File: config.mk
export PLATFORM = sky130hd
export DESIGN_NAME = card_sense_top
export DESIGN_NICKNAME = d
export VERILOG_FILES = /design/src/verilog/card_sense_pkg.sv /design/src/verilog/card_sense_if.sv /design/src/verilog/card_decode.sv /design/src/verilog/card_sense_top.sv
export SDC_FILE = /design/constraint.sdc
export NUM_CORES = 1
export LEC_CHECK = 0
export BUFFER_PORTS_ARGS = -buffer_cell sky130_fd_sc_hd__buf_2
export CORE_MARGIN = 8
export CORE_UTILIZATION = 51
export CTS_BUF_LIST = sky130_fd_sc_hd__clkbuf_8
export CTS_CLUSTER_DIAMETER = 50
export DETAILED_ROUTE_END_ITERATION = 6
export HOLD_SLACK_MARGIN = 0.12
export PLACE_DENSITY = 0.88
export SYNTH_ARGS = -nofsm -noshare
export SYNTH_HDL_FRONTEND = slang
export SYNTH_SLANG_ARGS = --single-unit
File: constraint.sdc
create_clock -name clk_in -period 2.4 [get_ports clk_in]
set_input_delay 0.36 -clock clk_in [delete_from_list [all_inputs] [get_ports clk_in]]
set_output_delay 0.36 -clock clk_in [all_outputs]
set_load 0.05 [all_outputs]
File: src/verilog/card_sense_pkg.sv
// Purpose: shared constants and types for socket sensing and video bypass
// Assumes: 250 MHz core clock, register port described in the top module
// Notes: timing figures in ns, cycle counts derived from them
package card_sense_pkg;

  localparam int CLK_MHZ = 250;
  // card-detect stable time before interrogation starts
  localparam int DEBOUNCE_NS = 16000;
  localparam int DEBOUNCE_CYC = (DEBOUNCE_NS * CLK_MHZ + 999) / 1000;
  // settle time for each sense drive phase
  localparam int SETTLE_NS = 1000;
  localparam int SETTLE_CYC = (SETTLE_NS * CLK_MHZ + 999) / 1000;
  localparam int CNT_W = 16;

  // register spaces and offsets
  localparam logic SPACE_CFG = 1'b0;
  localparam logic SPACE_SOCK = 1'b1;
  localparam logic [7:0] OFF_PRESENT = 8'h08;
  localparam logic [7:0] OFF_FORCE = 8'h0c;
  localparam logic [7:0] OFF_SOCK_CTRL = 8'h10;
  localparam logic [7:0] OFF_SYS_CTRL = 8'h80;
  localparam logic [7:0] OFF_CARD_CTRL = 8'h91;
  localparam logic [7:0] OFF_DIAG = 8'h93;

  // field positions
  localparam int BIT_VIDEO_CAP = 27;
  localparam int BIT_RING_OSC = 27;
  localparam int BIT_LEGACY_BYPASS = 6;
  localparam int BIT_STD_DISABLE = 0;
  localparam int BIT_BYPASS_EN = 9;
  localparam int BIT_STD_PRESENT = 10;
  localparam int BIT_IN_USE = 11;
  localparam int VPP_LSB = 0;
  localparam int VCC_LSB = 4;
  localparam int BIT_PRESENT = 0;
  localparam int BIT_POWERED = 3;
  localparam int BIT_KIND_16 = 4;
  localparam int BIT_KIND_CB = 5;
  localparam int BIT_UNKNOWN = 6;
  localparam int BIT_DONE = 8;
  localparam int VOLTS_LSB = 10;

  // reset values
  localparam logic RST_RING_OSC = 1'b1;
  localparam logic RST_STD_DISABLE = 1'b0;
  localparam logic RST_LEGACY_BYPASS = 1'b0;
  localparam logic RST_BYPASS_EN = 1'b0;
  localparam logic RST_VIDEO_CAP = 1'b0;
  localparam logic [2:0] RST_VCC_REQ = 3'h0;
  localparam logic [1:0] RST_VPP_REQ = 2'h0;

  // power request codes and switch select encodings
  localparam logic [2:0] VCC_REQ_5V = 3'h2;
  localparam logic [2:0] VCC_REQ_3V3 = 3'h3;
  localparam logic [1:0] SUPPLY_OFF = 2'h0;
  localparam logic [1:0] SUPPLY_5V = 2'h1;
  localparam logic [1:0] SUPPLY_3V3 = 2'h2;
  localparam logic [1:0] PROG_OFF = 2'h0;

  // voltage capability bit positions
  localparam int VOLT_5V = 0;
  localparam int VOLT_3V3 = 1;
  localparam int VOLT_X = 2;
  localparam int VOLT_Y = 3;

  // sampled pin positions in the idle level vector
  localparam int PIN_VS_A = 0;
  localparam int PIN_VS_B = 1;
  localparam int PIN_CD_A = 2;
  localparam int PIN_CD_B = 3;

  typedef enum logic [1:0] {KIND_NONE, KIND_16BIT, KIND_CARDBUS, KIND_UNKNOWN} card_kind_t;
  typedef enum logic [1:0] {CLS_GND, CLS_TO_A, CLS_TO_B, CLS_OPEN} pin_class_t;

endpackage

File: src/verilog/card_sense_if.sv
// Purpose: carries interrogation samples to the decoder and results back
// Assumes: single clock domain
// Notes: levels are 1 for open (pulled up), 0 for ground
`timescale 1ns/1ps
interface card_sense_if;
  logic sample_pulse;
  logic [3:0] idle_lvl;
  logic [1:0] cd_with_a_low;
  logic [1:0] cd_with_b_low;
  logic lv_key;
  card_sense_pkg::card_kind_t kind;
  logic [3:0] volts;

  modport requester
  (
    output sample_pulse, idle_lvl, cd_with_a_low, cd_with_b_low, lv_key,
    input kind, volts
  );
  modport decoder
  (
    input sample_pulse, idle_lvl, cd_with_a_low, cd_with_b_low, lv_key,
    output kind, volts
  );
endinterface

File: src/verilog/card_decode.sv
// Purpose: turns strap samples into card kind and supply capabilities
// Assumes: samples held stable while sample_pulse is high
// Notes: result registered one cycle after sample_pulse
`timescale 1ns/1ps
module card_decode
(
  input wire logic clk_in,
  input wire logic rst_b_in,
  card_sense_if.decoder sense
);

  card_sense_pkg::card_kind_t kind;
  card_sense_pkg::card_kind_t next_kind;
  logic [3:0] volts;
  logic [3:0] next_volts;
  card_sense_pkg::pin_class_t cls_a;
  card_sense_pkg::pin_class_t cls_b;

  function automatic card_sense_pkg::pin_class_t classify
  (
    input logic idle,
    input logic with_a,
    input logic with_b
  );
    if (!idle)
      return card_sense_pkg::CLS_GND;
    else if (!with_a)
      return card_sense_pkg::CLS_TO_A;
    else if (!with_b)
      return card_sense_pkg::CLS_TO_B;
    else
      return card_sense_pkg::CLS_OPEN;
  endfunction

  always_comb
  begin
    cls_a = classify(sense.idle_lvl[card_sense_pkg::PIN_CD_A], sense.cd_with_a_low[0],
      sense.cd_with_b_low[0]);
    cls_b = classify(sense.idle_lvl[card_sense_pkg::PIN_CD_B], sense.cd_with_a_low[1],
      sense.cd_with_b_low[1]);
    next_kind = kind;
    next_volts = volts;
    if (sense.sample_pulse)
    begin
      next_kind = card_sense_pkg::KIND_CARDBUS;
      next_volts = 4'h0;
      if (cls_b == card_sense_pkg::CLS_GND && cls_a == card_sense_pkg::CLS_GND)
      begin
        next_kind = card_sense_pkg::KIND_16BIT;
        unique case ({sense.idle_lvl[card_sense_pkg::PIN_VS_B],
                      sense.idle_lvl[card_sense_pkg::PIN_VS_A]})
          2'b11: next_volts = 4'h1;
          2'b10: next_volts = sense.lv_key ? 4'h2 : 4'h3;
          2'b00: next_volts = sense.lv_key ? 4'h6 : 4'h7;
          2'b01: next_volts = 4'h4;
        endcase
      end
      else if (cls_b == card_sense_pkg::CLS_GND && cls_a == card_sense_pkg::CLS_TO_A)
      begin
        if (sense.idle_lvl[card_sense_pkg::PIN_VS_B])
          next_volts = 4'h2;
        else
          next_kind = card_sense_pkg::KIND_UNKNOWN;
      end
      else if (cls_b == card_sense_pkg::CLS_TO_B && cls_a == card_sense_pkg::CLS_GND)
        next_volts = sense.idle_lvl[card_sense_pkg::PIN_VS_A] ? 4'h4 : 4'h6;
      else if (cls_b == card_sense_pkg::CLS_TO_A && cls_a == card_sense_pkg::CLS_GND)
        next_volts = sense.idle_lvl[card_sense_pkg::PIN_VS_B] ? 4'h8 : 4'he;
      else if (cls_b == card_sense_pkg::CLS_GND && cls_a == card_sense_pkg::CLS_TO_B)
      begin
        if (sense.idle_lvl[card_sense_pkg::PIN_VS_A])
          next_volts = 4'hc;
        else
          next_kind = card_sense_pkg::KIND_UNKNOWN;
      end
      else
        next_kind = card_sense_pkg::KIND_UNKNOWN;
    end
  end

  always_ff @(posedge clk_in or negedge rst_b_in)
  begin
    if (!rst_b_in)
    begin
      kind <= card_sense_pkg::KIND_NONE;
      volts <= 4'h0;
    end
    else
    begin
      kind <= next_kind;
      volts <= next_volts;
    end
  end

  assign sense.kind = kind;
  assign sense.volts = volts;

endmodule

File: src/verilog/card_sense_top.sv
// Purpose: socket card interrogation, power switch control and video bypass
// Assumes: socket pins pulled up off-chip or in the pad, async to clk_in
// Notes: registers reached through a simple two-space register port
//
// How it works
// - cold socket insertion triggers strap interrogation before any power is applied.
// - both detects grounded, 5 V key: sense pattern gives 5, 3.3, X.X V.
// - both detects grounded, low-voltage key: sense pattern gives 3.3 and X.X V, or 5 V with both senses open.
// - detect strapped to a sense pin marks a CardBus card and its voltages; reserved sense patterns mark the card unknown.
// - supply and programming supply selects drive the external power switch.
// - legacy card-control bit 6 floats card address lines 25 to 4.
// - address lines 3 to 0 keep driving while bypass is active.
// - bypass state output and active-low source select follow bypass mode.
// - present-state bit 27 capability changes only via force-event bit 27 writes.
// - socket control bit 11 reads 1 while bypass is active.
// - socket control bit 10 reports standardized model support.
// - socket control bit 9 is a writable bypass enable.
// - diagnostic bit 0 set disables the standardized model.
// - either legacy or socket-control enable can turn bypass on.
// - system control bit 27 enables the ring oscillator, on after reset.
`timescale 1ns/1ps
module card_sense_top
#(
  parameter int DEBOUNCE_CYCLES = card_sense_pkg::DEBOUNCE_CYC,
  parameter int SETTLE_CYCLES = card_sense_pkg::SETTLE_CYC
)
(
  input wire logic clk_in,
  input wire logic rst_b_in,
  input wire logic card_detect_a_in,
  input wire logic card_detect_b_in,
  input wire logic voltage_sense_a_in,
  output logic voltage_sense_a_out,
  output logic voltage_sense_a_oe_n_out,
  input wire logic voltage_sense_b_in,
  output logic voltage_sense_b_out,
  output logic voltage_sense_b_oe_n_out,
  input wire logic low_voltage_key_in,
  input wire logic [25:0] card_addr_in,
  output logic [25:0] card_addr_out,
  output logic [25:0] card_addr_oe_n_out,
  output logic [1:0] supply_select_out,
  output logic [1:0] prog_supply_select_out,
  output logic video_bypass_state_out,
  output logic video_source_select_n_out,
  output logic ring_osc_enable_out,
  input wire logic reg_space_in,
  input wire logic [7:0] reg_addr_in,
  input wire logic reg_wr_in,
  input wire logic reg_rd_in,
  input wire logic [31:0] reg_wdata_in,
  output logic [31:0] reg_rdata_out,
  output logic reg_ack_out
);

  typedef enum logic [2:0] {ST_EMPTY, ST_DEBOUNCE, ST_DRIVE_A, ST_DRIVE_B, ST_DECODE,
    ST_READY} socket_state_t;

  card_sense_if sense ();
  card_decode u_decode
  (
    .clk_in(clk_in),
    .rst_b_in(rst_b_in),
    .sense(sense)
  );

  function automatic logic reg_hit(input logic space, input logic [7:0] addr,
    input logic want_space, input logic [7:0] want_addr);
    return (space == want_space) && (addr == want_addr);
  endfunction
  // pin synchronisers: three stages, change accepted when stages two and three agree
  logic [4:0] pin_s1, pin_s2, pin_s3, pin_filt, next_pin_filt;
  always_comb
  begin
    next_pin_filt = pin_filt;
    for (int i = 0; i < 5; i++)
    begin
      if (pin_s2[i] == pin_s3[i])
        next_pin_filt[i] = pin_s3[i];
    end
  end

  always_ff @(posedge clk_in or negedge rst_b_in)
  begin
    if (!rst_b_in)
    begin
      pin_s1 <= 5'h0f;
      pin_s2 <= 5'h0f;
      pin_s3 <= 5'h0f;
      pin_filt <= 5'h0f;
    end
    else
    begin
      pin_s1 <= {low_voltage_key_in, card_detect_b_in, card_detect_a_in,
        voltage_sense_b_in, voltage_sense_a_in};
      pin_s2 <= pin_s1;
      pin_s3 <= pin_s2;
      pin_filt <= next_pin_filt;
    end
  end

  logic card_present;
  assign card_present = !pin_filt[card_sense_pkg::PIN_CD_A]
    || !pin_filt[card_sense_pkg::PIN_CD_B];
  // interrogation sequencer
  socket_state_t state, next_state;
  logic [card_sense_pkg::CNT_W-1:0] cnt, next_cnt;
  logic [3:0] idle_lvl, next_idle_lvl;
  logic [1:0] cd_a_low, next_cd_a_low, cd_b_low, next_cd_b_low;
  logic key_lv, next_key_lv;
  always_comb
  begin
    next_state = state;
    next_cnt = cnt + 1'b1;
    next_idle_lvl = idle_lvl;
    next_cd_a_low = cd_a_low;
    next_cd_b_low = cd_b_low;
    next_key_lv = key_lv;
    unique case (state)
      ST_EMPTY:
      begin
        next_cnt = '0;
        if (card_present)
          next_state = ST_DEBOUNCE;
      end
      ST_DEBOUNCE:
      begin
        if (cnt == card_sense_pkg::CNT_W'(DEBOUNCE_CYCLES - 1))
        begin
          next_idle_lvl = pin_filt[3:0];
          next_key_lv = !pin_filt[4];
          next_cnt = '0;
          next_state = ST_DRIVE_A;
        end
      end
      ST_DRIVE_A, ST_DRIVE_B:
      begin
        if (cnt == card_sense_pkg::CNT_W'(SETTLE_CYCLES - 1))
        begin
          if (state == ST_DRIVE_A)
            next_cd_a_low = pin_filt[3:2];
          else
            next_cd_b_low = pin_filt[3:2];
          next_cnt = '0;
          next_state = (state == ST_DRIVE_A) ? ST_DRIVE_B : ST_DECODE;
        end
      end
      ST_DECODE:
        next_state = ST_READY;
      ST_READY:
        next_cnt = '0;
    endcase
    // removal drops straight back and kills power with it
    if (state != ST_EMPTY && !card_present)
      next_state = ST_EMPTY;
  end

  always_ff @(posedge clk_in or negedge rst_b_in)
  begin
    if (!rst_b_in)
    begin
      state <= ST_EMPTY;
      cnt <= '0;
      idle_lvl <= 4'hf;
      cd_a_low <= 2'h3;
      cd_b_low <= 2'h3;
      key_lv <= 1'b0;
    end
    else
    begin
      state <= next_state;
      cnt <= next_cnt;
      idle_lvl <= next_idle_lvl;
      cd_a_low <= next_cd_a_low;
      cd_b_low <= next_cd_b_low;
      key_lv <= next_key_lv;
    end
  end

  assign sense.sample_pulse = (state == ST_DECODE);
  assign sense.idle_lvl = idle_lvl;
  assign sense.cd_with_a_low = cd_a_low;
  assign sense.cd_with_b_low = cd_b_low;
  assign sense.lv_key = key_lv;

  // sense pins only pulled low during their drive phase
  assign voltage_sense_a_out = 1'b0;
  assign voltage_sense_b_out = 1'b0;
  assign voltage_sense_a_oe_n_out = (state != ST_DRIVE_A);
  assign voltage_sense_b_oe_n_out = (state != ST_DRIVE_B);
  // software registers
  logic vid_cap, next_vid_cap, bypass_en, next_bypass_en, legacy_en, next_legacy_en;
  logic std_disable, next_std_disable, ring_osc, next_ring_osc;
  logic [2:0] vcc_req, next_vcc_req;
  logic [1:0] vpp_req, next_vpp_req;
  always_comb
  begin
    next_vid_cap = vid_cap;
    next_bypass_en = bypass_en;
    next_legacy_en = legacy_en;
    next_std_disable = std_disable;
    next_ring_osc = ring_osc;
    next_vcc_req = vcc_req;
    next_vpp_req = vpp_req;
    if (reg_wr_in)
    begin
      if (reg_hit(reg_space_in, reg_addr_in, card_sense_pkg::SPACE_SOCK,
        card_sense_pkg::OFF_FORCE))
        next_vid_cap = reg_wdata_in[card_sense_pkg::BIT_VIDEO_CAP];
      if (reg_hit(reg_space_in, reg_addr_in, card_sense_pkg::SPACE_SOCK,
        card_sense_pkg::OFF_SOCK_CTRL))
      begin
        next_bypass_en = reg_wdata_in[card_sense_pkg::BIT_BYPASS_EN];
        next_vcc_req = reg_wdata_in[card_sense_pkg::VCC_LSB +: 3];
        next_vpp_req = reg_wdata_in[card_sense_pkg::VPP_LSB +: 2];
      end
      if (reg_hit(reg_space_in, reg_addr_in, card_sense_pkg::SPACE_CFG,
        card_sense_pkg::OFF_CARD_CTRL))
        next_legacy_en = reg_wdata_in[card_sense_pkg::BIT_LEGACY_BYPASS];
      if (reg_hit(reg_space_in, reg_addr_in, card_sense_pkg::SPACE_CFG,
        card_sense_pkg::OFF_DIAG))
        next_std_disable = reg_wdata_in[card_sense_pkg::BIT_STD_DISABLE];
      if (reg_hit(reg_space_in, reg_addr_in, card_sense_pkg::SPACE_CFG,
        card_sense_pkg::OFF_SYS_CTRL))
        next_ring_osc = reg_wdata_in[card_sense_pkg::BIT_RING_OSC];
    end
  end

  always_ff @(posedge clk_in or negedge rst_b_in)
  begin
    if (!rst_b_in)
    begin
      vid_cap <= card_sense_pkg::RST_VIDEO_CAP;
      bypass_en <= card_sense_pkg::RST_BYPASS_EN;
      legacy_en <= card_sense_pkg::RST_LEGACY_BYPASS;
      std_disable <= card_sense_pkg::RST_STD_DISABLE;
      ring_osc <= card_sense_pkg::RST_RING_OSC;
      vcc_req <= card_sense_pkg::RST_VCC_REQ;
      vpp_req <= card_sense_pkg::RST_VPP_REQ;
    end
    else
    begin
      vid_cap <= next_vid_cap;
      bypass_en <= next_bypass_en;
      legacy_en <= next_legacy_en;
      std_disable <= next_std_disable;
      ring_osc <= next_ring_osc;
      vcc_req <= next_vcc_req;
      vpp_req <= next_vpp_req;
    end
  end

  // socket-control enable counts only while the standardized model is on
  logic bypass_active;
  assign bypass_active = legacy_en || (bypass_en && !std_disable);
  // power switch and card address outputs
  logic card_ok, powered;
  logic [1:0] next_supply, next_prog;
  logic [25:0] next_addr_oe_n;
  assign card_ok = (state == ST_READY) && (sense.kind == card_sense_pkg::KIND_16BIT
    || sense.kind == card_sense_pkg::KIND_CARDBUS);
  assign powered = (supply_select_out != card_sense_pkg::SUPPLY_OFF);

  always_comb
  begin
    next_supply = card_sense_pkg::SUPPLY_OFF;
    if (card_ok && vcc_req == card_sense_pkg::VCC_REQ_5V
      && sense.volts[card_sense_pkg::VOLT_5V])
      next_supply = card_sense_pkg::SUPPLY_5V;
    else if (card_ok && vcc_req == card_sense_pkg::VCC_REQ_3V3
      && sense.volts[card_sense_pkg::VOLT_3V3])
      next_supply = card_sense_pkg::SUPPLY_3V3;
    // programming supply never comes up without the card supply
    next_prog = (next_supply != card_sense_pkg::SUPPLY_OFF) ? vpp_req
      : card_sense_pkg::PROG_OFF;
    next_addr_oe_n = '1;
    if (powered && sense.kind == card_sense_pkg::KIND_16BIT)
    begin
      next_addr_oe_n[3:0] = 4'h0;
      next_addr_oe_n[25:4] = bypass_active ? 22'h3fffff : 22'h000000;
    end
  end

  always_ff @(posedge clk_in or negedge rst_b_in)
  begin
    if (!rst_b_in)
    begin
      supply_select_out <= card_sense_pkg::SUPPLY_OFF;
      prog_supply_select_out <= card_sense_pkg::PROG_OFF;
      card_addr_oe_n_out <= '1;
      card_addr_out <= '0;
      video_bypass_state_out <= 1'b0;
      video_source_select_n_out <= 1'b1;
    end
    else
    begin
      supply_select_out <= next_supply;
      prog_supply_select_out <= next_prog;
      card_addr_oe_n_out <= next_addr_oe_n;
      card_addr_out <= card_addr_in;
      video_bypass_state_out <= bypass_active;
      video_source_select_n_out <= !bypass_active;
    end
  end

  assign ring_osc_enable_out = ring_osc;
  // register reads, answered one cycle after the request
  logic [31:0] next_rdata, present_word, sock_ctrl_word;
  always_comb
  begin
    present_word = '0;
    present_word[card_sense_pkg::BIT_PRESENT] = (state != ST_EMPTY);
    present_word[card_sense_pkg::BIT_POWERED] = powered;
    present_word[card_sense_pkg::BIT_KIND_16] = (sense.kind == card_sense_pkg::KIND_16BIT);
    present_word[card_sense_pkg::BIT_KIND_CB] = (sense.kind == card_sense_pkg::KIND_CARDBUS);
    present_word[card_sense_pkg::BIT_UNKNOWN] = (state == ST_READY)
      && (sense.kind == card_sense_pkg::KIND_UNKNOWN);
    present_word[card_sense_pkg::BIT_DONE] = (state == ST_READY);
    present_word[card_sense_pkg::VOLTS_LSB +: 4] = (state == ST_READY) ? sense.volts : 4'h0;
    present_word[card_sense_pkg::BIT_VIDEO_CAP] = vid_cap;
    sock_ctrl_word = '0;
    sock_ctrl_word[card_sense_pkg::VPP_LSB +: 2] = vpp_req;
    sock_ctrl_word[card_sense_pkg::VCC_LSB +: 3] = vcc_req;
    sock_ctrl_word[card_sense_pkg::BIT_BYPASS_EN] = bypass_en;
    sock_ctrl_word[card_sense_pkg::BIT_STD_PRESENT] = !std_disable;
    sock_ctrl_word[card_sense_pkg::BIT_IN_USE] = bypass_active;
    next_rdata = '0;
    if (reg_rd_in)
    begin
      if (reg_hit(reg_space_in, reg_addr_in, card_sense_pkg::SPACE_SOCK,
        card_sense_pkg::OFF_PRESENT))
        next_rdata = present_word;
      else if (reg_hit(reg_space_in, reg_addr_in, card_sense_pkg::SPACE_SOCK,
        card_sense_pkg::OFF_SOCK_CTRL))
        next_rdata = sock_ctrl_word;
      else if (reg_hit(reg_space_in, reg_addr_in, card_sense_pkg::SPACE_CFG,
        card_sense_pkg::OFF_CARD_CTRL))
        next_rdata[card_sense_pkg::BIT_LEGACY_BYPASS] = legacy_en;
      else if (reg_hit(reg_space_in, reg_addr_in, card_sense_pkg::SPACE_CFG,
        card_sense_pkg::OFF_DIAG))
        next_rdata[card_sense_pkg::BIT_STD_DISABLE] = std_disable;
      else if (reg_hit(reg_space_in, reg_addr_in, card_sense_pkg::SPACE_CFG,
        card_sense_pkg::OFF_SYS_CTRL))
        next_rdata[card_sense_pkg::BIT_RING_OSC] = ring_osc;
    end
  end

  always_ff @(posedge clk_in or negedge rst_b_in)
  begin
    if (!rst_b_in)
    begin
      reg_rdata_out <= '0;
      reg_ack_out <= 1'b0;
    end
    else
    begin
      reg_rdata_out <= next_rdata;
      reg_ack_out <= reg_rd_in || reg_wr_in;
    end
  end

endmodule

Yosys cells after proc, flatten, opt, wreduce, memory -nomap -nowiden --
Index checks and enable logic that the tools add are counted.
Word-level totals: output and inout port bits 96, memories kept 0, bits in writable memories 0, memory bits (read-only) 0, register bits after elaboration 155, bits in latches 0, logic and storage cells 171, input bits 76
Operators by class: multiplexer cells 53, eq/ne operators 35, $add $sub $neg 1, multiply operators 0, shift operators 0, $lt $le $gt $ge 0, reduce and logical (&&, ||, !) cells 49, divide/modulo/power cells 0, bitwise logic cells 2
Operators by type and width (number):
- case mux 16 bit (3 select lines) | 1
- 2-to-1 mux 16 bit | 2
- 2-to-1 mux 32 bit | 1
- 2-to-1 mux 28 bit | 1
- 2-to-1 mux 4 bit | 7
- 2-to-1 mux 2 bit | 13
- 2-to-1 mux 26 bit | 1
- == test 8 bit, second input constant | 3
- 2-to-1 mux 22 bit | 1
- logical AND 1 bit | 20
- 2-to-1 mux 3 bit | 6
- adder 16 x 1 -> 16 bit, second input constant | 1
- == test 16 x 12 -> 1 bit, second input constant | 1
- == test 16 x 8 -> 1 bit, second input constant | 1
- == test 8 x 4 -> 1 bit, second input constant | 2
- 2-to-1 mux 1 bit | 16
- case mux 4 bit (4 select lines) | 1
- == test 2 bit, second input constant | 6
- == test 3 x 2 -> 1 bit, second input constant | 4
- case mux 3 bit (4 select lines) | 1
- AND reduction 2 bit | 6
- 2-to-1 mux 5 bit | 2
- inequality test 3 bit, second input constant | 3
- == test 2 x 1 -> 1 bit, second input constant | 4
- other kinds (16) | 36

Longest topological paths before layout --
Gate-level depths: netlist of run 1.
word-level depth 10, depth in mapped cells 7

By module --
From an unflattened synthesis of run 1, not the netlist that was laid out.
Second synthesis, totals: cells, all modules 376, area total of the unflattened synthesis 4699.5 µm²
Modules (own cells, without submodules):
- card_sense_top | area each 4314.1 µm², cells an instance 339, seq. area each 2687.6 µm², times used 1
- card_decode | area each 385.4 µm², cells an instance 37, seq. area each 150.1 µm², times used 1

Least setup slack after synthesis of run 1 --
No wires, ideal clock.
path type register to register, start point reg cnt[0] (netlist bit), end point reg idle_lvl[0], setup time 0.082 ns, path slack 0.557 ns, arrival time 1.761 ns, data required time 2.318 ns, stages on the path, launching flop included 7, path through dfrtp_1 ha_1 and4_1 nand4_2 or4_1 buf_6 mux2_4
Between the ends: word-level cells in the longest chain between the ends 2
RTL lines:
- from (decl) | RTL line card_sense_top.sv:107 | logic [card_sense_pkg::CNT_W-1:0] cnt, next_cnt;
- from (signal assigned) | RTL line card_sense_top.sv:172 | cnt <= next_cnt;
- == test 16 x 12 -> 1 bit | RTL line card_sense_top.sv:128 | if (cnt == card_sense_pkg::CNT_W'(DEBOUNCE_CYCLES - 1))
- AND reduction 2 bit (no line)
- to (signal assigned) | RTL line card_sense_top.sv:173 | idle_lvl <= next_idle_lvl;
- to (decl) | RTL line card_sense_top.sv:108 | logic [3:0] idle_lvl, next_idle_lvl;
Every way passes these cells. A chain may end at the register's enable or synchronous reset.

Worst setup path after layout of run 1 --
start point reg cnt[0] (netlist bit), end point reg idle_lvl[2]
Same word-level chain as after synthesis.

==> reports/results.ini, run 1 <==
[setup_path]
cp.arrival_ns = 2.37
setup.worst_path.start_class = flip-flop
worstSetupPathType = flip-flop to flip-flop
reg2reg_start = cnt[0]
timing.critical_path.to_type = flip-flop
worstSetupStartpoint = cnt[0]
register_to_register_setup_slack_ns = 0.33
r2r-end = idle_lvl[2]
worstRegToRegCells = 5
path_max_fanout = 7
required_ns = 2.71

[hold_path]
worst_hold_startpoint = reg_wdata_in[5]
min_to = vcc_req[1]
min_path_type = input port to flip-flop
min_path_cells = 2

[route]
drt-initial-drc-count = 117
wirelength_microns = 10070
route.vias.total = 3250
detail_route.first_pass.iterations = 4
drtAntennaViolNets = 0
detail_route.wl_per_cell_microns = 15.98
vias_per_cell = 5.159
post-route-drc-count = 0

[cts]
clkSinkCount = 112
clkTransAtPathRegs_ns = 0.12
count_of_h_tree_levels_built_during_cts = 3
tritoncts = built
cts-buffers-inserted = 9
cts-root-to-sink-buffers = 2
post_cts_setup_repair_buffer_count = 0
ctsRootBufferMaster = sky130_fd_sc_hd__clkbuf_8
insertion_delay_ns = 0.38

[global_routing]
vias_in_the_first_global_route = 3560
global_route.usage.met1_pct = 17.51
grt.met2_usage_pct = 27.93
grt_max_degree = 113
grt-busiest-layer = met2
grt-ovfl-total = 0
antenna_violations_before_repair = 0
grt_first_pass_wirelength_microns = 17150
track_usage_pct = 16.38
grt_use_met3_pct = 8.226

[floorplanning]
floorplan.die.width_microns = 111.4
num_io_pins = 172
die_h_microns = 111.4
rows = 35
die-area_sq_mm = 0.01242
core_area_sq_mm = 0.009021
initial_core_util_pct = 51.48

[sta]
finalSetupViolCount = 0
final_hold_viol_count = 0
rsz_0062_raised_after_global_routing = false
clock-skew-final_ns = 0.01497
max_slew_violation_total_from_the_final_report = 0
hold-worst-slack_ns = 0.2124
setup_tns_ns = 0
final_critical_path_setup_slack_ns = 0.3322
layout_worst_path_cycle_share_pct = 86.16
finalWorstPathRequiredPeriod_ns = 2.068
slew_hr_pct = 60.49
timing.fmax_mhz = 483.6
tightest_slew_ns = 0.5927

[synthesis]
synth_ff_type = sky130_fd_sc_hd__dfrtp_1
post_synthesis_cell_count = 374
ys_seq_area_share_pct = 61.10
syn_area_per_cell_sq_um = 12.42
synth.ff_latch_count = 112
ys.warnings.count = 0
asyncSetResetFlopFracSynth_pct = 100.0
synthesis.area_sq_mm = 0.004644
synth_edf_count = 0
netlist_cell_types = 54

[pwr]
cellPowerDensity_mw_per_mm2 = 635.7
worst_ir_drop_vdd_mv = 0.3988
power.leakage_nw = 2.712
design_power_total_mw = 3.616

[place]
post-dp-hpwl_microns = 7153
gp_routability_congestion = 0.9041
placed_cells_incl_taps = 582
place.port_buffers = 125
placed_cell_area_sq_mm = 0.005157
dpl_worst_slack_ns = 0.3509

[status]
status = completed

[layout]
antenna_cells_inserted = 0
layout-drive-gt1-share_pct = 38.15
fillCellCount = 679
final_cells = 630
areaGrowthSynthToFinish_pct = 22.47
post-route-cell-area_sq_mm = 0.005688
design.final.nets = 595
final_core_utilization_pct = 63.05

[run]
total_of_max_cap_violations = 0

==> cells in the mapped netlist, types with 3 or more instances <==
cell type                   instances  share of area [%]
sky130_fd_sc_hd__mux2_2            15                3.6
sky130_fd_sc_hd__ha_1               5                1.3
sky130_fd_sc_hd__nor2b_1            7               0.94
sky130_fd_sc_hd__nor3_1             7               0.75
sky130_fd_sc_hd__clkbuf_1           4               0.32
sky130_fd_sc_hd__a21oi_1           12                1.3
sky130_fd_sc_hd__or3_1              5               0.67
sky130_fd_sc_hd__and3_1             4               0.54
sky130_fd_sc_hd__xor2_1             7                1.3
sky130_fd_sc_hd__nand2_1           19                1.5
sky130_fd_sc_hd__and2_1             6               0.81
sky130_fd_sc_hd__nor2_1            22                1.8
sky130_fd_sc_hd__nand2b_1           6               0.81
sky130_fd_sc_hd__buf_2              3               0.32
sky130_fd_sc_hd__nor3b_1            3               0.48
sky130_fd_sc_hd__inv_1             10               0.81
sky130_fd_sc_hd__maj3_1             5                1.1
sky130_fd_sc_hd__mux2_4             4                1.3
sky130_fd_sc_hd__xnor2_1            3               0.57
sky130_fd_sc_hd__buf_4             45                7.3
sky130_fd_sc_hd__nand4_1           13                1.8
sky130_fd_sc_hd__and4_1             5               0.94
sky130_fd_sc_hd__dfrtp_1           84                 45
sky130_fd_sc_hd__dfstp_2           28                 16
sky130_fd_sc_hd__nand3_1            6               0.65
sky130_fd_sc_hd__o21ai_0           10                1.1
sky130_fd_sc_hd__o2bb2ai_1          3               0.57
==> cell families (layout without fill, tap and decap cells) <==
logic type	Yosys count	after routing	share of synthesized area [%]
buf+inv	63	188	8.971
other cells	1	21	0.08074
compound gates	43	43	6.277
simple gates	115	115	14.12
xor+xnor	10	10	1.886
mux	20	20	5.145
flops	112	112	61.10
fa+ha+maj	10	10	2.425
==> worst max-delay path, cell delays in order, from the launching register on <==
cell	delay (ns)
sky130_fd_sc_hd__dfrtp_1	0.41
sky130_fd_sc_hd__ha_1	0.21
sky130_fd_sc_hd__and4_1	0.27
sky130_fd_sc_hd__nand4_2	0.13
sky130_fd_sc_hd__or4_1	0.63
sky130_fd_sc_hd__mux2_4	0.36
==> layout make-up <==
cell class                 count  area (sq um)  area share (%)
tap                          111         138.9           2.442
clock inverter                 7         86.33           1.518
inverter                      10         37.54          0.6599
sequential                   112          2838           49.89
multi-input combinational    219          1465           25.76
clock buffer                   9         123.9           2.178
timing repair buffer         162         998.5           17.55
==> routing by layer <==
metal | up-vias | share of wire, %
met5 | - | 0
met4 | 0 | 1.2
met3 | 14 | 13
met2 | 164 | 48
met1 | 1556 | 37
li1 | 1516 | -
==> flip-flops by register name, summed over array words and instances, names as in the netlist, 2 cells and up <==
register                cells
vpp_req                     2
card_addr_out              26
cd_a_low                    2
prog_supply_select_out      2
u_decode.sense.kind         2
reg_rdata_out              13
pin_s2                      5
cd_b_low                    2
supply_select_out           2
state                       3
cnt                        16
card_addr_oe_n_out          2
vcc_req                     3
u_decode.sense.volts        4
pin_s3                      5
pin_s1                      5
idle_lvl                    4
pin_filt                    5
==> report_power, final <==
part / switching (mW) / internal, mW / total (mW)
Clock: 0.705 / 0.422 / 1.13
Sequential: 0.0598 / 1.98 / 2.04
Combinational: 0.300 / 0.147 / 0.448
==> cells in the final DEF (no fill, tap or decap), types with 3 or more instances in the layout <==
master | synthesis | layout
sky130_fd_sc_hd__a21oi_1 | 12 | 12
sky130_fd_sc_hd__nor3_1 | 7 | 7
sky130_fd_sc_hd__clkinv_4 | 0 | 3
sky130_fd_sc_hd__nand2_1 | 19 | 19
sky130_fd_sc_hd__and3_1 | 4 | 4
sky130_fd_sc_hd__o2bb2ai_1 | 3 | 3
sky130_fd_sc_hd__buf_4 | 45 | 5
sky130_fd_sc_hd__and2_1 | 6 | 6
sky130_fd_sc_hd__conb_1 | 1 | 21
sky130_fd_sc_hd__nand2b_1 | 6 | 6
sky130_fd_sc_hd__nor2b_1 | 7 | 7
sky130_fd_sc_hd__buf_2 | 3 | 124
sky130_fd_sc_hd__or3_1 | 5 | 5
sky130_fd_sc_hd__dfrtp_1 | 84 | 84
sky130_fd_sc_hd__xnor2_1 | 3 | 3
sky130_fd_sc_hd__xor2_1 | 7 | 7
sky130_fd_sc_hd__mux2_4 | 4 | 4
sky130_fd_sc_hd__ha_1 | 5 | 5
sky130_fd_sc_hd__nor3b_1 | 3 | 3
sky130_fd_sc_hd__inv_1 | 10 | 10
sky130_fd_sc_hd__nand3_1 | 6 | 6
sky130_fd_sc_hd__dlygate4sd3_1 | 0 | 32
sky130_fd_sc_hd__dfstp_2 | 28 | 28
sky130_fd_sc_hd__clkbuf_8 | 0 | 9
sky130_fd_sc_hd__nand4_1 | 13 | 13
sky130_fd_sc_hd__o21ai_0 | 10 | 10
sky130_fd_sc_hd__and4_1 | 5 | 5
sky130_fd_sc_hd__maj3_1 | 5 | 5
sky130_fd_sc_hd__nor2_1 | 22 | 22
sky130_fd_sc_hd__mux2_2 | 15 | 15
==> how the worst max path moves through the flow <==
stage | endpoint | slack [ns] | depth (start not counted)
5_1_grt | idle_lvl[2] | 0.24 | 5
6_report | idle_lvl[2] | 0.33 | 5
3_3_place_gp | idle_lvl[2] | 0.40 | 4
3_5_place_dp | idle_lvl[3] | 0.35 | 5
2_1_floorplan | idle_lvl[0] | 0.56 | 6
4_1_cts | idle_lvl[3] | 0.33 | 4
==> timing repair <==
action	in CTS	in global routing
endpoints found under the hold margin	115	0
gates resized for setup	0	0
hold buffers	32	0
No activity file was read; power rests on OpenSTA's default activity.
==> run 2, diff against run 1 <==
--- a/config.mk
+++ b/config.mk
@@ -12,7 +12,7 @@
 export CTS_CLUSTER_DIAMETER = 50
 export DETAILED_ROUTE_END_ITERATION = 6
 export HOLD_SLACK_MARGIN = 0.12
-export PLACE_DENSITY = 0.88
+export PLACE_DENSITY = 0.81
 export SYNTH_ARGS = -nofsm -noshare
 export SYNTH_HDL_FRONTEND = slang
 export SYNTH_SLANG_ARGS = --single-unit
==> reports/results.ini, run 2 (synthesis gave the netlist of run 1 again) <==
[status]
status = completed

[sta]
tightest_slew_ns = 0.5108  ; -0.08187 ns
setup_tns_ns = 0  ; unchanged
clock-skew-final_ns = 0.01557  ; +0.0006067 ns
final_hold_viol_count = 0  ; unchanged
slew_hr_pct = 65.63  ; +5.1 points
rsz_0062_raised_after_global_routing = false
finalSetupViolCount = 0  ; unchanged
finalWorstPathRequiredPeriod_ns = 2.085  ; +0.01733 ns
timing.fmax_mhz = 479.6  ; -0.83%
max_slew_violation_total_from_the_final_report = 0  ; unchanged
hold-worst-slack_ns = 0.2125  ; +0.0001560 ns
layout_worst_path_cycle_share_pct = 86.88  ; +0.72 points
final_critical_path_setup_slack_ns = 0.3149  ; -0.01733 ns

[layout]
post-route-cell-area_sq_mm = 0.005685  ; about the same
largest_registers = card_addr_out x26, cnt x16, reg_rdata_out x13
largest_register = card_addr_out
sequential_cell_area_sq_mm = 0.002838  ; unchanged
layout-drive-gt1-share_pct = 38.03  ; -0.12 points
final_core_utilization_pct = 63.02  ; about the same
fillCellCount = 691  ; +1.8%
design.final.nets = 594  ; -0.17%
multi_input_gate_area_sq_mm = 0.001465  ; unchanged
mostFrequentLayoutCell = sky130_fd_sc_hd__buf_2
layout.cells.most_common_list = 124 x sky130_fd_sc_hd__buf_2, 84 x sky130_fd_sc_hd__dfrtp_1, 32 x sky130_fd_sc_hd__dlygate4sd3_1, 28 x sky130_fd_sc_hd__dfstp_2, 22 x sky130_fd_sc_hd__nor2_1
flip_flop_count_of_the_largest_register_after_layout = 26  ; unchanged
antenna_cells_inserted = 0  ; unchanged
final_cells = 629  ; -0.16%
areaGrowthSynthToFinish_pct = 22.41  ; about the same

[run]
total_of_max_cap_violations = 0  ; unchanged

[route]
post-route-drc-count = 0  ; unchanged
drt-initial-drc-count = 132  ; +13%
vias_per_cell = 5.140  ; -0.36%
drtAntennaViolNets = 0  ; unchanged
detail_route.wl_per_cell_microns = 15.62  ; -2.2%
detail_route.first_pass.iterations = 4  ; unchanged
route.vias.total = 3233  ; -0.52%
wirelength_microns = 9824  ; -2.4%

[place]
placed_cell_area_sq_mm = 0.005150  ; -0.15%
post-dp-hpwl_microns = 7163  ; +0.13%
gp_routability_congestion = 0.9053  ; +0.13%
placed_cells_incl_taps = 581  ; -0.17%
place.port_buffers = 125  ; unchanged
dpl_worst_slack_ns = 0.3291  ; -0.02176 ns

[setup_path]
setup.worst_path.start_class = flip-flop
cpMaxStageDelayCell = sky130_fd_sc_hd__or4_1
cp.arrival_ns = 2.40  ; +0.03 ns
path_max_fanout = 7  ; unchanged
cpPeakStageDelay_ns = 0.63  ; about the same
critical_path.cell_chain = nor4_4, nand4_2, or4_1, mux2_4
required_ns = 2.71  ; about the same
worstSetupPathType = flip-flop to flip-flop
timing.critical_path.to_type = flip-flop

[cts]
ctsRootBufferMaster = sky130_fd_sc_hd__clkbuf_8
cts-root-to-sink-buffers = 2  ; unchanged
count_of_h_tree_levels_built_during_cts = 3  ; unchanged
insertion_delay_ns = 0.39  ; about the same
tritoncts = built
clkTransAtPathRegs_ns = 0.12  ; about the same
clkSinkCount = 112  ; unchanged
cts-buffers-inserted = 9  ; unchanged

[pwr]
p_comb_share_pct = 12.2  ; -0.2 points
p_sw_mw = 1.074  ; +0.87%
worst_ir_drop_vdd_mv = 0.4716  ; +18%
clock_share_of_power_pct = 31.6  ; +0.4 points
internal-power_mw = 2.556  ; +0.21%
design_power_total_mw = 3.630  ; +0.40%
pwr-share-seq_pct = 56.2  ; -0.3 points
cellPowerDensity_mw_per_mm2 = 638.5  ; +0.45%
switching_share_pct = 29.59  ; +0.14 points
power.leakage_nw = 2.708  ; -0.14%

[floorplanning]
die-area_sq_mm = 0.01242  ; unchanged
die_h_microns = 111.4  ; unchanged
num_io_pins = 172  ; unchanged
rows = 35  ; unchanged
floorplan.die.width_microns = 111.4  ; unchanged
core_area_sq_mm = 0.009021  ; unchanged
initial_core_util_pct = 51.48  ; unchanged

[global_routing]
grt_first_pass_wirelength_microns = 16570  ; -3.4%
antenna_violations_before_repair = 0  ; unchanged
grt_max_degree = 94  ; -17%
grt-ovfl-total = 0  ; unchanged
track_usage_pct = 15.94  ; -0.44 points
vias_in_the_first_global_route = 3484  ; -2.1%

[hold_path]
min_path_type = input port to flip-flop

==> run 2: cell count changes in the layout (fill, tap and decap cells not counted), sizes merged <==
cell,change
clkinv,-1
buf,-1
inv,+1
==> run 2: cell type report <==
class	count	share of cell area [%]
inverter	10	0.6602
tap	111	2.443
clock buffer	9	2.179
clock inverter	7	1.607
multi-input combinational	219	25.77
timing repair buffer	161	17.43
sequential	112	49.91
==> run 2: worst paths after layout <==
check	endpoint	cells after the start	from	slack, ns
setup / recovery	idle_lvl[2]	4	cnt[13]	0.31
hold / removal	vpp_req[1]	2	reg_wdata_in[1]	0.21
setup reg to reg	idle_lvl[2]	4	cnt[13]	0.31
hold reg to reg	pin_s2[3]	0	pin_s1[3]	0.36
max in group asynchronous	card_addr_oe_n_out[3]	3	rst_b_in	1.25
min in group asynchronous	card_addr_out[9]	2	rst_b_in	0.37
==> run 2: power by group through the flow <==
stage | registers (mW) | clock network (mW) | logic [mW]
3_3_place_gp | 2.07 | 0 | 0.397
2_1_floorplan | 2.15 | 0 | 0.203
5_1_grt | 2.05 | 1.25 | 0.486
4_1_cts | 2.04 | 1.19 | 0.448
6_report | 2.04 | 1.15 | 0.445
3_5_place_dp | 2.07 | 0 | 0.406
==> run 2: metal layers <==
layer	part of all wire, %	vias up	GRT usage [%]
li1	-	1511	-
met1	39	1573	17.20
met2	48	140	26.55
met3	12	9	9.032
met4	0.79	0	3.644
met5	0	-	0
==> run 2: repair_timing <==
action / 4_1_cts / 5_1_grt
buffers inserted: 0 / 0
hold buffers: 32 / 0
resized for setup: 0 / 0
hold endpoints to repair: 50 / 0
==> run 2: critical path: cells and delay by family, from the launching register on <==
kind	cells	cell delay (ns)
flops	1	0.45
mux	1	0.36
simple gates	3	1.20
==> run 3, diff against run 2 <==
--- a/config.mk
+++ b/config.mk
@@ -12,7 +12,8 @@
 export CTS_CLUSTER_DIAMETER = 50
 export DETAILED_ROUTE_END_ITERATION = 6
 export HOLD_SLACK_MARGIN = 0.12
-export PLACE_DENSITY = 0.81
+export PLACE_DENSITY = 0.82
 export SYNTH_ARGS = -nofsm -noshare
 export SYNTH_HDL_FRONTEND = slang
+export SYNTH_HIERARCHICAL = 1
 export SYNTH_SLANG_ARGS = --single-unit
==> reports/results.ini, run 3 <==
[status]
status = completed

[floorplanning]
floorplan.die.width_microns = 112.0  ; +0.51%
initial_core_util_pct = 51.59  ; +0.11 points
die-area_sq_mm = 0.01254  ; +1.0%
num_io_pins = 172  ; unchanged
rows = 35  ; unchanged
die_h_microns = 112.0  ; +0.51%
core_area_sq_mm = 0.009109  ; +0.97%

[synthesis]
ys.warnings.count = 6  ; +6
synth_ff_type = sky130_fd_sc_hd__dfrtp_1
ys_seq_area_share_pct = 60.38  ; -0.72 points
post_synthesis_cell_count = 376  ; +0.53%
yosysTopAreaCell = sky130_fd_sc_hd__dfrtp_1
synth.ff_latch_count = 112  ; unchanged
synthDominantCellAreaShare_pct = 44.73  ; -0.53 points
syn_area_per_cell_sq_um = 12.50  ; +0.65%
synth_edf_count = 0  ; unchanged
netlist_cell_types = 64  ; +19%
synthesis.area_sq_mm = 0.004700  ; +1.2%
ys_top_cells_by_area = sky130_fd_sc_hd__dfrtp_1 45%, sky130_fd_sc_hd__dfstp_2 16%, sky130_fd_sc_hd__buf_4 7.5%
synth.most_common_cell = sky130_fd_sc_hd__dfrtp_1
synth.top_cells.by_count = 84 x sky130_fd_sc_hd__dfrtp_1, 47 x sky130_fd_sc_hd__buf_4, 28 x sky130_fd_sc_hd__dfstp_2
asyncSetResetFlopFracSynth_pct = 100.0  ; unchanged

[route]
detail_route.first_pass.iterations = 4  ; unchanged
detail_route.wl_per_cell_microns = 15.83  ; +1.4%
drt-initial-drc-count = 121  ; -8.3%
route.vias.total = 3261  ; +0.87%
vias_per_cell = 5.152  ; +0.23%
wirelength_microns = 10020  ; +2.0%
post-route-drc-count = 0  ; unchanged
drtAntennaViolNets = 0  ; unchanged

[cts]
clkTransAtPathRegs_ns = 0.11  ; about the same
clkSinkCount = 112  ; unchanged
count_of_h_tree_levels_built_during_cts = 3  ; unchanged
tritoncts = built
ctsRootBufferMaster = sky130_fd_sc_hd__clkbuf_8
post_cts_setup_repair_buffer_count = 0  ; unchanged
insertion_delay_ns = 0.37  ; -0.02 ns
cts-buffers-inserted = 9  ; unchanged
cts-root-to-sink-buffers = 2  ; unchanged

[layout]
largest_registers = card_addr_out x26, cnt x16, reg_rdata_out x13
layout.cells.most_common_list = 124 x sky130_fd_sc_hd__buf_2, 84 x sky130_fd_sc_hd__dfrtp_1, 32 x sky130_fd_sc_hd__dlygate4sd3_1, 28 x sky130_fd_sc_hd__dfstp_2
largest_register = card_addr_out
mostFrequentLayoutCell = sky130_fd_sc_hd__buf_2
layout-drive-gt1-share_pct = 40.04  ; +2.0 points
antenna_cells_inserted = 0  ; unchanged
areaGrowthSynthToFinish_pct = 22.10
fillCellCount = 696  ; +0.72%
flip_flop_count_of_the_largest_register_after_layout = 26  ; unchanged
design.final.nets = 598  ; +0.67%

[setup_path]
timing.critical_path.to_type = output pin
cp.arrival_ns = 1.66  ; -0.74 ns
path_max_fanout = 12  ; +5
worstSetupPathType = flip-flop to output pin
setup.worst_path.start_class = flip-flop
required_ns = 2.04  ; -0.67 ns

[pwr]
cellPowerDensity_mw_per_mm2 = 629.1  ; -1.5%
power.leakage_nw = 2.709  ; about the same
worst_ir_drop_vdd_mv = 0.4278  ; -9.3%

[sta]
final_critical_path_setup_slack_ns = 0.3806  ; +0.06566 ns
clock-skew-final_ns = 0.008491  ; -0.007081 ns
layout_worst_path_cycle_share_pct = 84.14  ; -2.7 points
max_slew_violation_total_from_the_final_report = 0  ; unchanged
setup_tns_ns = 0  ; unchanged
hold-worst-slack_ns = 0.2193  ; +0.006741 ns
finalSetupViolCount = 0  ; unchanged
timing.fmax_mhz = 495.2  ; +3.3%
finalWorstPathRequiredPeriod_ns = 2.019  ; -0.06566 ns
rsz_0062_raised_after_global_routing = false
final_hold_viol_count = 0  ; unchanged

[hold_path]
min_path_type = input port to flip-flop

[global_routing]
grt-ovfl-total = 0  ; unchanged
grt_max_degree = 37  ; -61%
vias_in_the_first_global_route = 3521  ; +1.1%
grt_first_pass_wirelength_microns = 16470  ; -0.62%
track_usage_pct = 16.10  ; +0.16 points
antenna_violations_before_repair = 0  ; unchanged

[run]
total_of_max_cap_violations = 0  ; unchanged

[place]
place.port_buffers = 125  ; unchanged
post-dp-hpwl_microns = 7440  ; +3.9%
dpl_worst_slack_ns = 0.3387  ; +0.009582 ns
gp_routability_congestion = 0.7677  ; -15%

run 3: changes by cell type after synthesis, sizes merged, moves of 4 or more:
cell and delta:
nand3 +5, nand4 -11, nor2b -4, nor4 +5
run 3: worst max-delay path, cell delays in order, from the launching register on:
cell and delay (ns):
sky130_fd_sc_hd__dfrtp_1 0.55, sky130_fd_sc_hd__nor2b_1 0.35, sky130_fd_sc_hd__nand2b_1 0.16, sky130_fd_sc_hd__buf_2 0.24
run 3: where the power goes:
group | internal [mW] | leakage [nW] | switching [mW] | total (mW)
Combinational | 0.159 | 1.22 | 0.328 | 0.487
Sequential | 1.98 | 1.39 | 0.0672 | 2.05
Clock | 0.411 | 0.100 | 0.665 | 1.08
Total | 2.55 | 2.71 | 1.06 | 3.61
run 3: final cells by class:
| cell class | instances | area [sq um] | area share, % |
|---|---|---|---|
| flip-flops and latches | 112 | 2838 | 49.45 |
| multi-input cells | 218 | 1510 | 26.32 |
| repair buffers | 164 | 1013 | 17.66 |
| well taps | 111 | 138.9 | 2.420 |
| clock buffers | 9 | 123.9 | 2.159 |
| clock inverters | 7 | 68.82 | 1.199 |
| inverters | 12 | 45.04 | 0.7850 |
run 3: path summary, 6_finish.rpt:
kind,cells past startpoint,to,from,slack (ns)
setup / recovery,3,voltage_sense_a_oe_n_out,state[1],0.38
hold / removal,2,bypass_en,reg_wdata_in[9],0.22
setup reg to reg,7,cnt[5],cnt[1],0.40
hold reg to reg,0,pin_s2[1],pin_s1[1],0.36
max in group asynchronous,3,cd_a_low[0],rst_b_in,1.20
min in group asynchronous,2,card_addr_out[8],rst_b_in,0.47
run 3: per-stage QoR:
step           cell area (sq um)  total power, mW  util (%)  cells
3_5_place_dp                5225            2.531     57.36    585
3_3_place_gp                5225            2.510     57.36    585
5_1_grt                     5738            3.770     62.99    633
4_1_cts                     5738            3.658     62.99    633
2_1_floorplan               4775            2.388         -    396
6_report                    5738            3.610     62.99    633
run 3: kinds of logic (layout without fill, tap and decap cells):
kind of cell | Yosys count | after routing | share of synthesized area, %
adder cells (fa/ha/maj) | 10 | 10 | 2.396
flip-flops | 112 | 112 | 60.38
AND/OR/NAND/NOR | 111 | 111 | 14.38
AO/OA/AOI/OAI | 47 | 47 | 7.269
multiplexers | 19 | 19 | 4.553
buffers and inverters | 66 | 192 | 9.079
XOR/XNOR | 10 | 10 | 1.864
other | 1 | 21 | 0.07980
run 3: layer usage:
metal  vias up  track usage, %  part of all wire (%)
li1       1527               -                     -
met1      1558           17.36                    40
met2       153           27.50                    48
met3        23           6.223                   9.7
met4         0           7.284                   2.8
met5         -               0                     0
run 3: repair_timing:
item | in CTS | in global routing
hold buffers | 32 | 0
endpoints found under the hold margin | 48 | 0
setup endpoints to repair | 0 | 0
resized for setup | 0 | 0
